===== src/design/lmc_pkg.sv =====
// Shared constants, types and decode helpers for the LED matrix current configuration bank
package lmc_pkg;
    localparam int NUM_SINKS  = 24;
    localparam int NUM_LINES  = 4;
    localparam int NUM_GROUPS = 3;

    // Page selectors and register offsets
    localparam logic [7:0] PAGE_SCALE0    = 8'h66;
    localparam logic [7:0] PAGE_SCALE3    = 8'h6c;
    localparam logic [7:0] PAGE_FUNC      = 8'h6e;
    localparam logic [7:0] OFS_SCALE_FIRST = 8'h02;
    localparam logic [7:0] OFS_SCALE_LAST = 8'h30;
    localparam logic [7:0] OFS_CFG        = 8'h02;
    localparam logic [7:0] OFS_GAIN_R     = 8'h04;
    localparam logic [7:0] OFS_GAIN_G     = 8'h06;
    localparam logic [7:0] OFS_GAIN_B     = 8'h08;
    localparam logic [7:0] OFS_SPREAD     = 8'h0a;

    // Field positions
    localparam int CFG_RUN_BIT  = 1;
    localparam int CFG_RATE_LSB = 2;
    localparam int CFG_SCAN_LSB = 4;
    localparam int SPR_EN_BIT   = 1;
    localparam int SPR_SYNC_LSB = 2;
    localparam int SPR_PER_LSB  = 4;

    // Implemented bits; everything else is stored as zero
    localparam logic [7:0] CFG_MASK  = 8'h7e;
    localparam logic [7:0] GAIN_MASK = 8'hfe;
    localparam logic [7:0] SPR_MASK  = 8'h3e;

    // Reset values
    localparam logic [7:0] SCALE_RST = 8'hff;
    localparam logic [7:0] CFG_RST   = 8'h02;
    localparam logic [7:0] GAIN_RST  = 8'hfe;
    localparam logic [7:0] SPR_RST   = 8'h00;

    // Timing
    localparam int CLK_MHZ      = 250;
    localparam int CLK_HZ       = 250_000_000;
    localparam int PWM_HZ_0     = 25_600;
    localparam int PWM_HZ_1     = 51_200;
    localparam int PWM_HZ_2     = 800;
    localparam int PWM_HZ_3     = 400;
    localparam int SPR_US_0     = 1980;
    localparam int SPR_US_1     = 1200;
    localparam int SPR_US_2     = 820;
    localparam int SPR_US_3     = 660;
    localparam int SPR_PCT      = 5;
    localparam int SPR_STEPS    = 4 * SPR_PCT;
    localparam logic signed [3:0] TRIM_MAX = 4'sh5;
    localparam logic signed [3:0] TRIM_MIN = -4'sh5;
    localparam logic signed [3:0] TRIM_ONE = 4'sh1;

    // Sync pin modes
    localparam logic [1:0] SYNC_FOLLOW = 2'h2;
    localparam logic [1:0] SYNC_LEAD   = 2'h3;
    localparam int         SYNC_ON_BIT = 1;

    typedef enum logic [2:0] {
        SCAN_ALL    = 3'h0,
        SCAN_THREE  = 3'h1,
        SCAN_TWO    = 3'h2,
        SCAN_ONE    = 3'h3,
        SCAN_MIRROR = 3'h4
    } lmc_scan_e_t;

    typedef enum logic [1:0] {
        SPR_UP   = 2'b01,
        SPR_DOWN = 2'b10
    } lmc_spr_state_t;

    typedef struct packed {
        logic [2:0] scanSel;
        logic [1:0] pwmRate;
        logic       runEn;
    } lmc_cfg_t;

    typedef struct packed {
        logic [1:0] period;
        logic [1:0] syncMode;
        logic       en;
    } lmc_spread_t;

    // Highest scan line used by a scan-select code
    function automatic logic [1:0] lastLine(input logic [2:0] sel);
        case (sel)
            SCAN_THREE:  lastLine = 2'h2;
            SCAN_TWO:    lastLine = 2'h1;
            SCAN_ONE:    lastLine = 2'h0;
            SCAN_MIRROR: lastLine = 2'h1;
            default:     lastLine = 2'h3;
        endcase
    endfunction

    // Switch pattern for an active line; mirror mode copies 0/1 onto 2/3
    function automatic logic [3:0] switchMap(input logic [1:0] line, input logic [2:0] sel);
        logic [3:0] m;
        m = 4'h1 << line;
        if (sel == SCAN_MIRROR) begin
            m = m | (m << 2);
        end
        switchMap = m;
    endfunction
endpackage


===== src/design/lmc_config_bank.sv =====
// Configuration register bank of the 24-sink, four-line LED matrix driver
// Behaviour
// [RL1] Four scale pages, one per scan line, each hold one byte per sink at even offsets 0x02-0x30.
// [RL2] A sink's current follows its scale byte over 256, 0x00 is off, and each byte resets to 0xff.
// [RL3] The run-enable bit D1 of the configuration register shuts the device down at 0 and resets to 1.
// [RL4] The scan-select field D6:D4 sets the scan duty, and its reset code 000 scans all four lines.
// [RL5] Codes 001, 010, 011 scan three, two or one line, and 100 scans two with lines 2/3 copying 0/1.
// [RL6] The PWM-rate field D3:D2 picks 25.6 kHz, 51.2 kHz, 800 Hz or 400 Hz, reset 00.
// [RL7] Each colour gain holds seven bits in D7:D1 with D0 unused and resets to all ones.
// [RL8] Gain 0x04 serves red sinks, 0x06 green and 0x08 blue, chosen by sink index modulo three.
// [RL9] Peak sink current is proportional to gain over 256 times scale byte over 256.
// [RL10] Spread-enable D1 dithers the clock by plus or minus five percent and resets to off.
// [RL11] The spread-period field D5:D4 sets the dither cycle to 1980, 1200, 820 or 660 us.
// [RL12] Sync mode D3:D2 at 0x disables the pin with pull-down, 10 follows a clock, 11 leads one.
// [RL13] Reserved bit positions ignore writes and stay zero.
`timescale 1ns/10ps
`default_nettype none
module lmc_config_bank #(
    parameter int PWM_CYC_0 = lmc_pkg::CLK_HZ / lmc_pkg::PWM_HZ_0,
    parameter int PWM_CYC_1 = lmc_pkg::CLK_HZ / lmc_pkg::PWM_HZ_1,
    parameter int PWM_CYC_2 = lmc_pkg::CLK_HZ / lmc_pkg::PWM_HZ_2,
    parameter int PWM_CYC_3 = lmc_pkg::CLK_HZ / lmc_pkg::PWM_HZ_3,
    parameter int SPR_STEP_0 = lmc_pkg::SPR_US_0 * lmc_pkg::CLK_MHZ / lmc_pkg::SPR_STEPS,
    parameter int SPR_STEP_1 = lmc_pkg::SPR_US_1 * lmc_pkg::CLK_MHZ / lmc_pkg::SPR_STEPS,
    parameter int SPR_STEP_2 = lmc_pkg::SPR_US_2 * lmc_pkg::CLK_MHZ / lmc_pkg::SPR_STEPS,
    parameter int SPR_STEP_3 = lmc_pkg::SPR_US_3 * lmc_pkg::CLK_MHZ / lmc_pkg::SPR_STEPS
) (
    input  wire logic                    sys_clk,
    input  wire logic                    sys_rst,
    input  wire logic                    regWrEn,
    input  wire logic [7:0]              regPage,
    input  wire logic [7:0]              regAddr,
    input  wire logic [7:0]              regWrData,
    input  wire logic                    syncIn,
    output logic                         syncOut,
    output logic                         syncOe,
    output logic                         syncPullDown,
    output logic [3:0]                   scanSwitchOn,
    output logic [1:0]                   activeLine,
    output logic                         scanFrameStart,
    output logic [23:0][15:0]            sinkCurrent,
    output logic                         runEnable,
    output logic [1:0]                   pwmRateSel,
    output logic [19:0]                  pwmPeriodCycles,
    output logic signed [3:0]            clockTrimPct
);
    logic [7:0]              scaleMem [lmc_pkg::NUM_LINES][lmc_pkg::NUM_SINKS];
    logic [7:0]              cfgByte_q;
    logic [7:0]              gainR_q;
    logic [7:0]              gainG_q;
    logic [7:0]              gainB_q;
    logic [7:0]              sprByte_q;
    lmc_pkg::lmc_cfg_t       cfg;
    lmc_pkg::lmc_spread_t    spr;
    logic                    funcWr;
    logic [19:0]             pwmPeriod_q;
    logic [23:0][15:0]       sinkCurrent_q;
    logic [19:0]             sprCnt_q;
    logic [19:0]             sprStep;
    logic signed [3:0]       trim_q;
    lmc_pkg::lmc_spr_state_t sprState_q;
    logic                    syncMeta_q;
    logic                    syncSync_q;
    logic                    syncPrev_q;
    logic                    followEdge;
    logic                    syncOut_q;
    logic                    syncOe_q;
    logic                    syncPd_q;
    logic [1:0]              seqLine;
    logic [3:0]              seqSw;
    logic                    seqFrame;

    function automatic logic isScaleAddr(input logic [7:0] page, input logic [7:0] addr);
        isScaleAddr = (page >= lmc_pkg::PAGE_SCALE0) && (page <= lmc_pkg::PAGE_SCALE3)
                   && !page[0] && !addr[0]
                   && (addr >= lmc_pkg::OFS_SCALE_FIRST) && (addr <= lmc_pkg::OFS_SCALE_LAST);
    endfunction

    function automatic logic [7:0] halfIndex(input logic [7:0] a, input logic [7:0] base);
        halfIndex = (a - base) >> 1;
    endfunction

    function automatic logic [7:0] groupGain(input int sink, input logic [7:0] r,
                                             input logic [7:0] g, input logic [7:0] b);
        case (sink % lmc_pkg::NUM_GROUPS)
            0:       groupGain = r;
            1:       groupGain = g;
            default: groupGain = b;
        endcase
    endfunction

    assign funcWr = regWrEn && (regPage == lmc_pkg::PAGE_FUNC);
    assign cfg = '{scanSel: cfgByte_q[lmc_pkg::CFG_SCAN_LSB +: 3],
                   pwmRate: cfgByte_q[lmc_pkg::CFG_RATE_LSB +: 2],
                   runEn:   cfgByte_q[lmc_pkg::CFG_RUN_BIT]};
    assign spr = '{period:   sprByte_q[lmc_pkg::SPR_PER_LSB +: 2],
                   syncMode: sprByte_q[lmc_pkg::SPR_SYNC_LSB +: 2],
                   en:       sprByte_q[lmc_pkg::SPR_EN_BIT]};

    // Scale pages
    always_ff @(posedge sys_clk) begin
        if (sys_rst) begin
            for (int l = 0; l < lmc_pkg::NUM_LINES; l++) begin
                for (int s = 0; s < lmc_pkg::NUM_SINKS; s++) begin
                    scaleMem[l][s] <= lmc_pkg::SCALE_RST; // [RL2]
                end
            end
        end else if (regWrEn && isScaleAddr(regPage, regAddr)) begin
            scaleMem[2'(halfIndex(regPage, lmc_pkg::PAGE_SCALE0))][5'(halfIndex(regAddr,
                lmc_pkg::OFS_SCALE_FIRST))] <= regWrData; // [RL1]
        end
    end

    // Function page; masks keep reserved bits at zero
    always_ff @(posedge sys_clk) begin
        if (sys_rst) begin
            cfgByte_q <= lmc_pkg::CFG_RST; // [RL3] [RL4] [RL6]
            gainR_q   <= lmc_pkg::GAIN_RST; // [RL7]
            gainG_q   <= lmc_pkg::GAIN_RST;
            gainB_q   <= lmc_pkg::GAIN_RST;
            sprByte_q <= lmc_pkg::SPR_RST; // [RL10]
        end else if (funcWr) begin
            case (regAddr)
                lmc_pkg::OFS_CFG:    cfgByte_q <= regWrData & lmc_pkg::CFG_MASK; // [RL13]
                lmc_pkg::OFS_GAIN_R: gainR_q   <= regWrData & lmc_pkg::GAIN_MASK; // [RL7] [RL8]
                lmc_pkg::OFS_GAIN_G: gainG_q   <= regWrData & lmc_pkg::GAIN_MASK; // [RL8]
                lmc_pkg::OFS_GAIN_B: gainB_q   <= regWrData & lmc_pkg::GAIN_MASK; // [RL8]
                lmc_pkg::OFS_SPREAD: sprByte_q <= regWrData & lmc_pkg::SPR_MASK; // [RL13]
                default: ;
            endcase
        end
    end

    // PWM period from rate code
    always_ff @(posedge sys_clk) begin
        if (sys_rst) begin
            pwmPeriod_q <= 20'(PWM_CYC_0);
        end else begin
            case (cfg.pwmRate)
                2'h1:    pwmPeriod_q <= 20'(PWM_CYC_1); // [RL6]
                2'h2:    pwmPeriod_q <= 20'(PWM_CYC_2);
                2'h3:    pwmPeriod_q <= 20'(PWM_CYC_3);
                default: pwmPeriod_q <= 20'(PWM_CYC_0);
            endcase
        end
    end

    lmc_scan_seq u_seq (
        .sys_clk      (sys_clk),
        .sys_rst      (sys_rst),
        .runEn        (cfg.runEn),
        .restart      (followEdge),
        .scanSel      (cfg.scanSel),
        .periodCycles (pwmPeriod_q),
        .line         (seqLine),
        .swOn         (seqSw),
        .frameStart   (seqFrame)
    );

    // Sink current: gain/256 times scale/256 for the active line
    always_ff @(posedge sys_clk) begin
        if (sys_rst) begin
            sinkCurrent_q <= '0;
        end else begin
            for (int s = 0; s < lmc_pkg::NUM_SINKS; s++) begin
                sinkCurrent_q[s] <= cfg.runEn
                    ? 16'(groupGain(s, gainR_q, gainG_q, gainB_q)) * 16'(scaleMem[seqLine][s])
                    : 16'h0; // [RL2] [RL3] [RL8] [RL9]
            end
        end
    end

    // Spread-spectrum triangle dither
    always_comb begin
        case (spr.period)
            2'h1:    sprStep = 20'(SPR_STEP_1); // [RL11]
            2'h2:    sprStep = 20'(SPR_STEP_2);
            2'h3:    sprStep = 20'(SPR_STEP_3);
            default: sprStep = 20'(SPR_STEP_0);
        endcase
    end

    always_ff @(posedge sys_clk) begin
        if (sys_rst || !spr.en) begin
            sprCnt_q   <= '0;
            trim_q     <= '0; // [RL10]
            sprState_q <= lmc_pkg::SPR_UP;
        end else if (sprCnt_q >= sprStep - 20'h1) begin
            sprCnt_q <= '0;
            case (sprState_q)
                lmc_pkg::SPR_UP: begin
                    if (trim_q >= lmc_pkg::TRIM_MAX) begin
                        sprState_q <= lmc_pkg::SPR_DOWN;
                        trim_q     <= trim_q - lmc_pkg::TRIM_ONE;
                    end else begin
                        trim_q <= trim_q + lmc_pkg::TRIM_ONE; // [RL10]
                    end
                end
                lmc_pkg::SPR_DOWN: begin
                    if (trim_q <= lmc_pkg::TRIM_MIN) begin
                        sprState_q <= lmc_pkg::SPR_UP;
                        trim_q     <= trim_q + lmc_pkg::TRIM_ONE;
                    end else begin
                        trim_q <= trim_q - lmc_pkg::TRIM_ONE;
                    end
                end
                default: sprState_q <= lmc_pkg::SPR_UP;
            endcase
        end else begin
            sprCnt_q <= sprCnt_q + 20'h1;
        end
    end

    // Sync pin: follower restarts the frame on the input's rising edge
    always_ff @(posedge sys_clk) begin
        if (sys_rst) begin
            syncMeta_q <= 1'b0;
            syncSync_q <= 1'b0;
            syncPrev_q <= 1'b0;
        end else begin
            syncMeta_q <= syncIn;
            syncSync_q <= syncMeta_q;
            syncPrev_q <= syncSync_q;
        end
    end

    assign followEdge = (spr.syncMode == lmc_pkg::SYNC_FOLLOW) && syncSync_q && !syncPrev_q; // [RL12]

    always_ff @(posedge sys_clk) begin
        if (sys_rst) begin
            syncOut_q <= 1'b0;
            syncOe_q  <= 1'b0;
            syncPd_q  <= 1'b1;
        end else begin
            syncOe_q  <= spr.syncMode == lmc_pkg::SYNC_LEAD; // [RL12]
            syncOut_q <= (spr.syncMode == lmc_pkg::SYNC_LEAD) && seqFrame;
            syncPd_q  <= !spr.syncMode[lmc_pkg::SYNC_ON_BIT];
        end
    end

    assign syncOut         = syncOut_q;
    assign syncOe          = syncOe_q;
    assign syncPullDown    = syncPd_q;
    assign scanSwitchOn    = seqSw;
    assign activeLine      = seqLine;
    assign scanFrameStart  = seqFrame;
    assign sinkCurrent     = sinkCurrent_q;
    assign runEnable       = cfgByte_q[lmc_pkg::CFG_RUN_BIT];
    assign pwmRateSel      = cfgByte_q[lmc_pkg::CFG_RATE_LSB +: 2];
    assign pwmPeriodCycles = pwmPeriod_q;
    assign clockTrimPct    = trim_q;
endmodule
`default_nettype wire


===== src/design/lmc_scan_seq.sv =====
// Scan-line sequencer: steps the active line once per PWM period
`timescale 1ns/10ps
`default_nettype none
module lmc_scan_seq (
    input  wire logic        sys_clk,
    input  wire logic        sys_rst,
    input  wire logic        runEn,
    input  wire logic        restart,
    input  wire logic [2:0]  scanSel,
    input  wire logic [19:0] periodCycles,
    output logic      [1:0]  line,
    output logic      [3:0]  swOn,
    output logic             frameStart
);
    logic [19:0] cnt_q;
    logic [1:0]  line_q;
    logic [1:0]  line_d;
    logic [3:0]  swOn_q;
    logic        frameStart_q;
    logic        wrap;
    logic [1:0]  last;

    always_comb begin
        last   = lmc_pkg::lastLine(scanSel);
        wrap   = cnt_q >= (periodCycles - 20'h1);
        line_d = line_q;
        if (restart) begin
            line_d = '0;
        end else if (wrap) begin
            line_d = (line_q >= last) ? 2'h0 : line_q + 2'h1;
        end else if (line_q > last) begin
            line_d = '0;
        end
    end

    always_ff @(posedge sys_clk) begin
        if (sys_rst || !runEn || restart || wrap) begin
            cnt_q <= '0;
        end else begin
            cnt_q <= cnt_q + 20'h1;
        end
    end

    // Lines beyond the selected count never become active
    always_ff @(posedge sys_clk) begin
        if (sys_rst) begin
            line_q       <= '0;
            swOn_q       <= '0;
            frameStart_q <= 1'b0;
        end else begin
            line_q       <= runEn ? line_d : 2'h0;
            swOn_q       <= runEn ? lmc_pkg::switchMap(line_d, scanSel) : 4'h0; // [RL4] [RL5]
            frameStart_q <= runEn && (restart || wrap) && (line_d == 2'h0);
        end
    end

    assign line       = line_q;
    assign swOn       = swOn_q;
    assign frameStart = frameStart_q;
endmodule
`default_nettype wire


===== config.mk =====
export PLATFORM = sky130hd
export DESIGN_NAME = lmc_config_bank
export DESIGN_NICKNAME = d
export VERILOG_FILES = /design/src/design/lmc_pkg.sv /design/src/design/lmc_config_bank.sv /design/src/design/lmc_scan_seq.sv
export SDC_FILE = /design/constraint.sdc
export NUM_CORES = 2
export LEC_CHECK = 0
export BUFFER_PORTS_ARGS = -buffer_cell sky130_fd_sc_hd__buf_2
export CORE_MARGIN = 2
export CORE_UTILIZATION = 60
export CTS_CLUSTER_SIZE = 24
export DETAILED_ROUTE_END_ITERATION = 8
export PLACE_DENSITY = 0.78
export SYNTH_ARGS = -nofsm -noshare
export SYNTH_HDL_FRONTEND = slang
export SYNTH_SLANG_ARGS = --single-unit

===== constraint.sdc =====
create_clock -name sys_clk -period 15.9 [get_ports sys_clk]
set_input_delay 1.59 -clock sys_clk [delete_from_list [all_inputs] [get_ports sys_clk]]
set_output_delay 1.59 -clock sys_clk [all_outputs]
set_load 0.02 [all_outputs]

==> out/results.ini <==
[finish]
regArea_mm2 = 0.0323
syn_to_final_growth_pct = 8.89
multi_input_area_mm2 = 0.0541
layout-drive-gt1-share_pct = 12.7
nFillCells = 11500
final_nets = 10500

[sta]
setup_slack_ns = 8.76
setup_viol = 0
fin_setup_tns_ns = 0
fmax_ghz = 0.140
post-route-min-period_ns = 7.14
tightest_slew_ns = 1.19
hold_viol = 0
max_slew_margin_pct = 20.6
drv_slew = 0
fin_crit_sh_pct = 44.9
finClkSkew_ns = 0.0311
rsz0062_at_grt = false

[clock_network]
insertion_delay_ns = 0.80
clkTransAtPathRegs_ns = 0.06
numClockSinks = 1229
cts_resized = 0
cts_buffers = 140
cts_tree = built
cts_hold_buffers = 0
cts_setup_buffers = 0
clk_path_buf_depth = 3
root_buffer = clkbuf_16
htreeDepth = 4

[die]
io_pins = 449
core_area_mm2 = 0.154
rows = 144
die_width_um = 397
die_h_um = 397
die_area_mm2 = 0.157
start_util_pct = 60.3

[global_route]
grt_max_degree = 112
grt_pass1_vias = 66200
track_usage_pct = 28.1
overflow = 0
antenna_found_initial = 10
grt_pass1_wl_um = 351000

[critical_path]
worst-path-max-fanout = 52
worstPathRequired_ns = 16.54
crit_type = flop to flop
arrival_ns = 7.78
end_kind = flop
crit_path_start_kind = flop

[synthesis]
yosys.area_share.adder_pct = 27.6
yosys_most_used_dff = edfxtp_1
synth_area_mm2 = 0.0925
synth.avg_cell_area_um2 = 10.6
async_reset_ff_share_pct = 0
synth.distinct_cells = 66
synth-simple-area-share_pct = 19.0
yosysMostFrequentCell = and2_1
synth_xor_area_share_pct = 1.91
synth_top_area_share_pct = 24.9
synth_area_leader_cell = edfxtp_1
synthMuxAreaShare_pct = 4.89
yosysWarnings = 0
seq_area_frac_synth_pct = 34.9
syn_inst = 8716
synth.ff_latch_count = 1229
synth_compound_area_share_pct = 4.88
synthTopCellsByCount = and2_1, inv_1, ha_1, edfxtp_1, fa_1
synth_top_family_by_area = adder cells
synth_edf_count = 768
synth_area_leaders = edfxtp_1, fa_1, ha_1

[placed_design]
port_buffers = 423
dp_worst_setup_slack_ns = 8.68
dpl.hpwl_um = 153000
place.gp.congestion = 0.866

[detailed_routing]
viasPerCell = 5.74
dr.pass1.iters = 5
final_antenna_net_count = 0
wl_per_cell_um = 19.8
via_count = 63300
drc = 0
drt_wl_total_um = 218000
first_iter_violations = 4501

[power]
p_per_area_mw_per_mm2 = 141
ir_worst_vdd_v = 0.000126
p_leak_nw = 43.5

[min_path]
worstHoldPathType = flop to flop

[status]
status = completed

[flow_run]
drv_cap = 0

[critical path: stages, from the launching register on]
cell     delay [ns]
dfxtp_4        0.62
buf_4          0.83
buf_4          0.94
mux4_2         0.69
and2_1         0.21
fa_1           0.53
inv_1          0.06
fa_1           0.53
inv_1          0.05
fa_1           0.48
inv_1          0.05
fa_1           0.48
inv_1          0.05
ha_1           0.31
nor2_1         0.12
nor2_1         0.06
o21a_1         0.18
a311o_1        0.31
a21oi_1        0.18
xnor2_1        0.14
nor2_1         0.05
[final timing paths]
kind,start,end,slack [ns],cells after the start
max,u_seq.line[0]$_SDFF_PP0_,sinkCurrent[287]$_SDFF_PP0_,8.76,20
min,syncMeta_q$_SDFF_PP0_,syncSync_q$_SDFF_PP0_,0.46,1
max reg2reg,u_seq.line[0]$_SDFF_PP0_,sinkCurrent[287]$_SDFF_PP0_,8.76,20
min reg2reg,syncMeta_q$_SDFF_PP0_,syncSync_q$_SDFF_PP0_,0.46,1
[cells by family (layout without fill, tap and decap cells)]
family,count (synthesis),count (layout)
multiplexers,212,212
adder cells (fa/ha/maj),1607,1607
AO/OA/AOI/OAI,681,681
flip-flops,1229,1229
AND/OR/NAND/NOR,3149,3149
buffers and inverters,1635,1880
other,1,34
XOR/XNOR,202,202
[metrics by stage]
step,power [mW],hold WS [ns],area (um^2),cells,util [%]
after global placement,10.6,0.428,95800,10800,62.4
after floorplan,9.14,0.414,92600,8744,-
final,14.2,0.462,101000,11000,65.6
after global routing,15.3,0.478,101000,11000,65.6
after detailed placement,10.8,0.429,95800,10800,62.4
after CTS,14.3,0.465,101000,11000,65.6
[flip-flops by register name (all words and copies together), names as in the netlist]
name and count:
scaleMem 768, sinkCurrent 360, sprCnt_q 20, u_seq.cnt_q 20, pwmPeriodCycles 10, gainB_q 7
gainG_q 7, gainR_q 7, cfgByte_q 6, sprByte_q 5, clockTrimPct 4, u_seq.swOn 4
sprState_q 2, u_seq.line 2, syncMeta_q 1, syncOe 1, syncOut 1, syncPrev_q 1
syncPullDown 1, syncSync_q 1, u_seq.frameStart 1
[area by class of cell]
type	count	share of cell area, %
sequential	1229	32.1
inverter	1130	4.21
tap	2044	2.54
multi-input combinational	5880	53.7
antenna	5	0.0124
clock buffer	178	3.85
timing repair buffer	490	2.60
clock inverter	82	1.02
[where the power goes]
group / leakage (nW) / switching (mW) / internal, mW
logic: 29.6 / 3.98 / 2.86
registers: 11.6 / 0.140 / 3.83
clock network: 2.38 / 1.41 / 1.98
[routing by layer]
| metal | global-route usage [%] | share of wire (%) |
|---|---|---|
| met1 | 35.3 | 40 |
| met2 | 48.9 | 50 |
| met3 | 4.52 | 6.5 |
| met4 | 10.4 | 3.5 |
| met5 | 0 | 0.013 |
[layout by cell type (no fill, tap or decap), drive strengths merged, types with 70 or more instances in the layout]
cell	netlist	routed
nand2	412	412
nor2b	80	80
ha	887	887
clkbuf	427	178
nor3	141	141
buf	78	490
or3	598	598
o21ai	141	141
o21a	81	81
dfxtp	461	461
and2	1151	1151
mux4	192	192
xnor2	132	132
o21bai	96	96
or2	207	207
xor2	70	70
a21oi	163	163
edfxtp	768	768
fa	720	720
nor2	376	376
inv	1130	1145
Power figures use the tool's default switching activity.
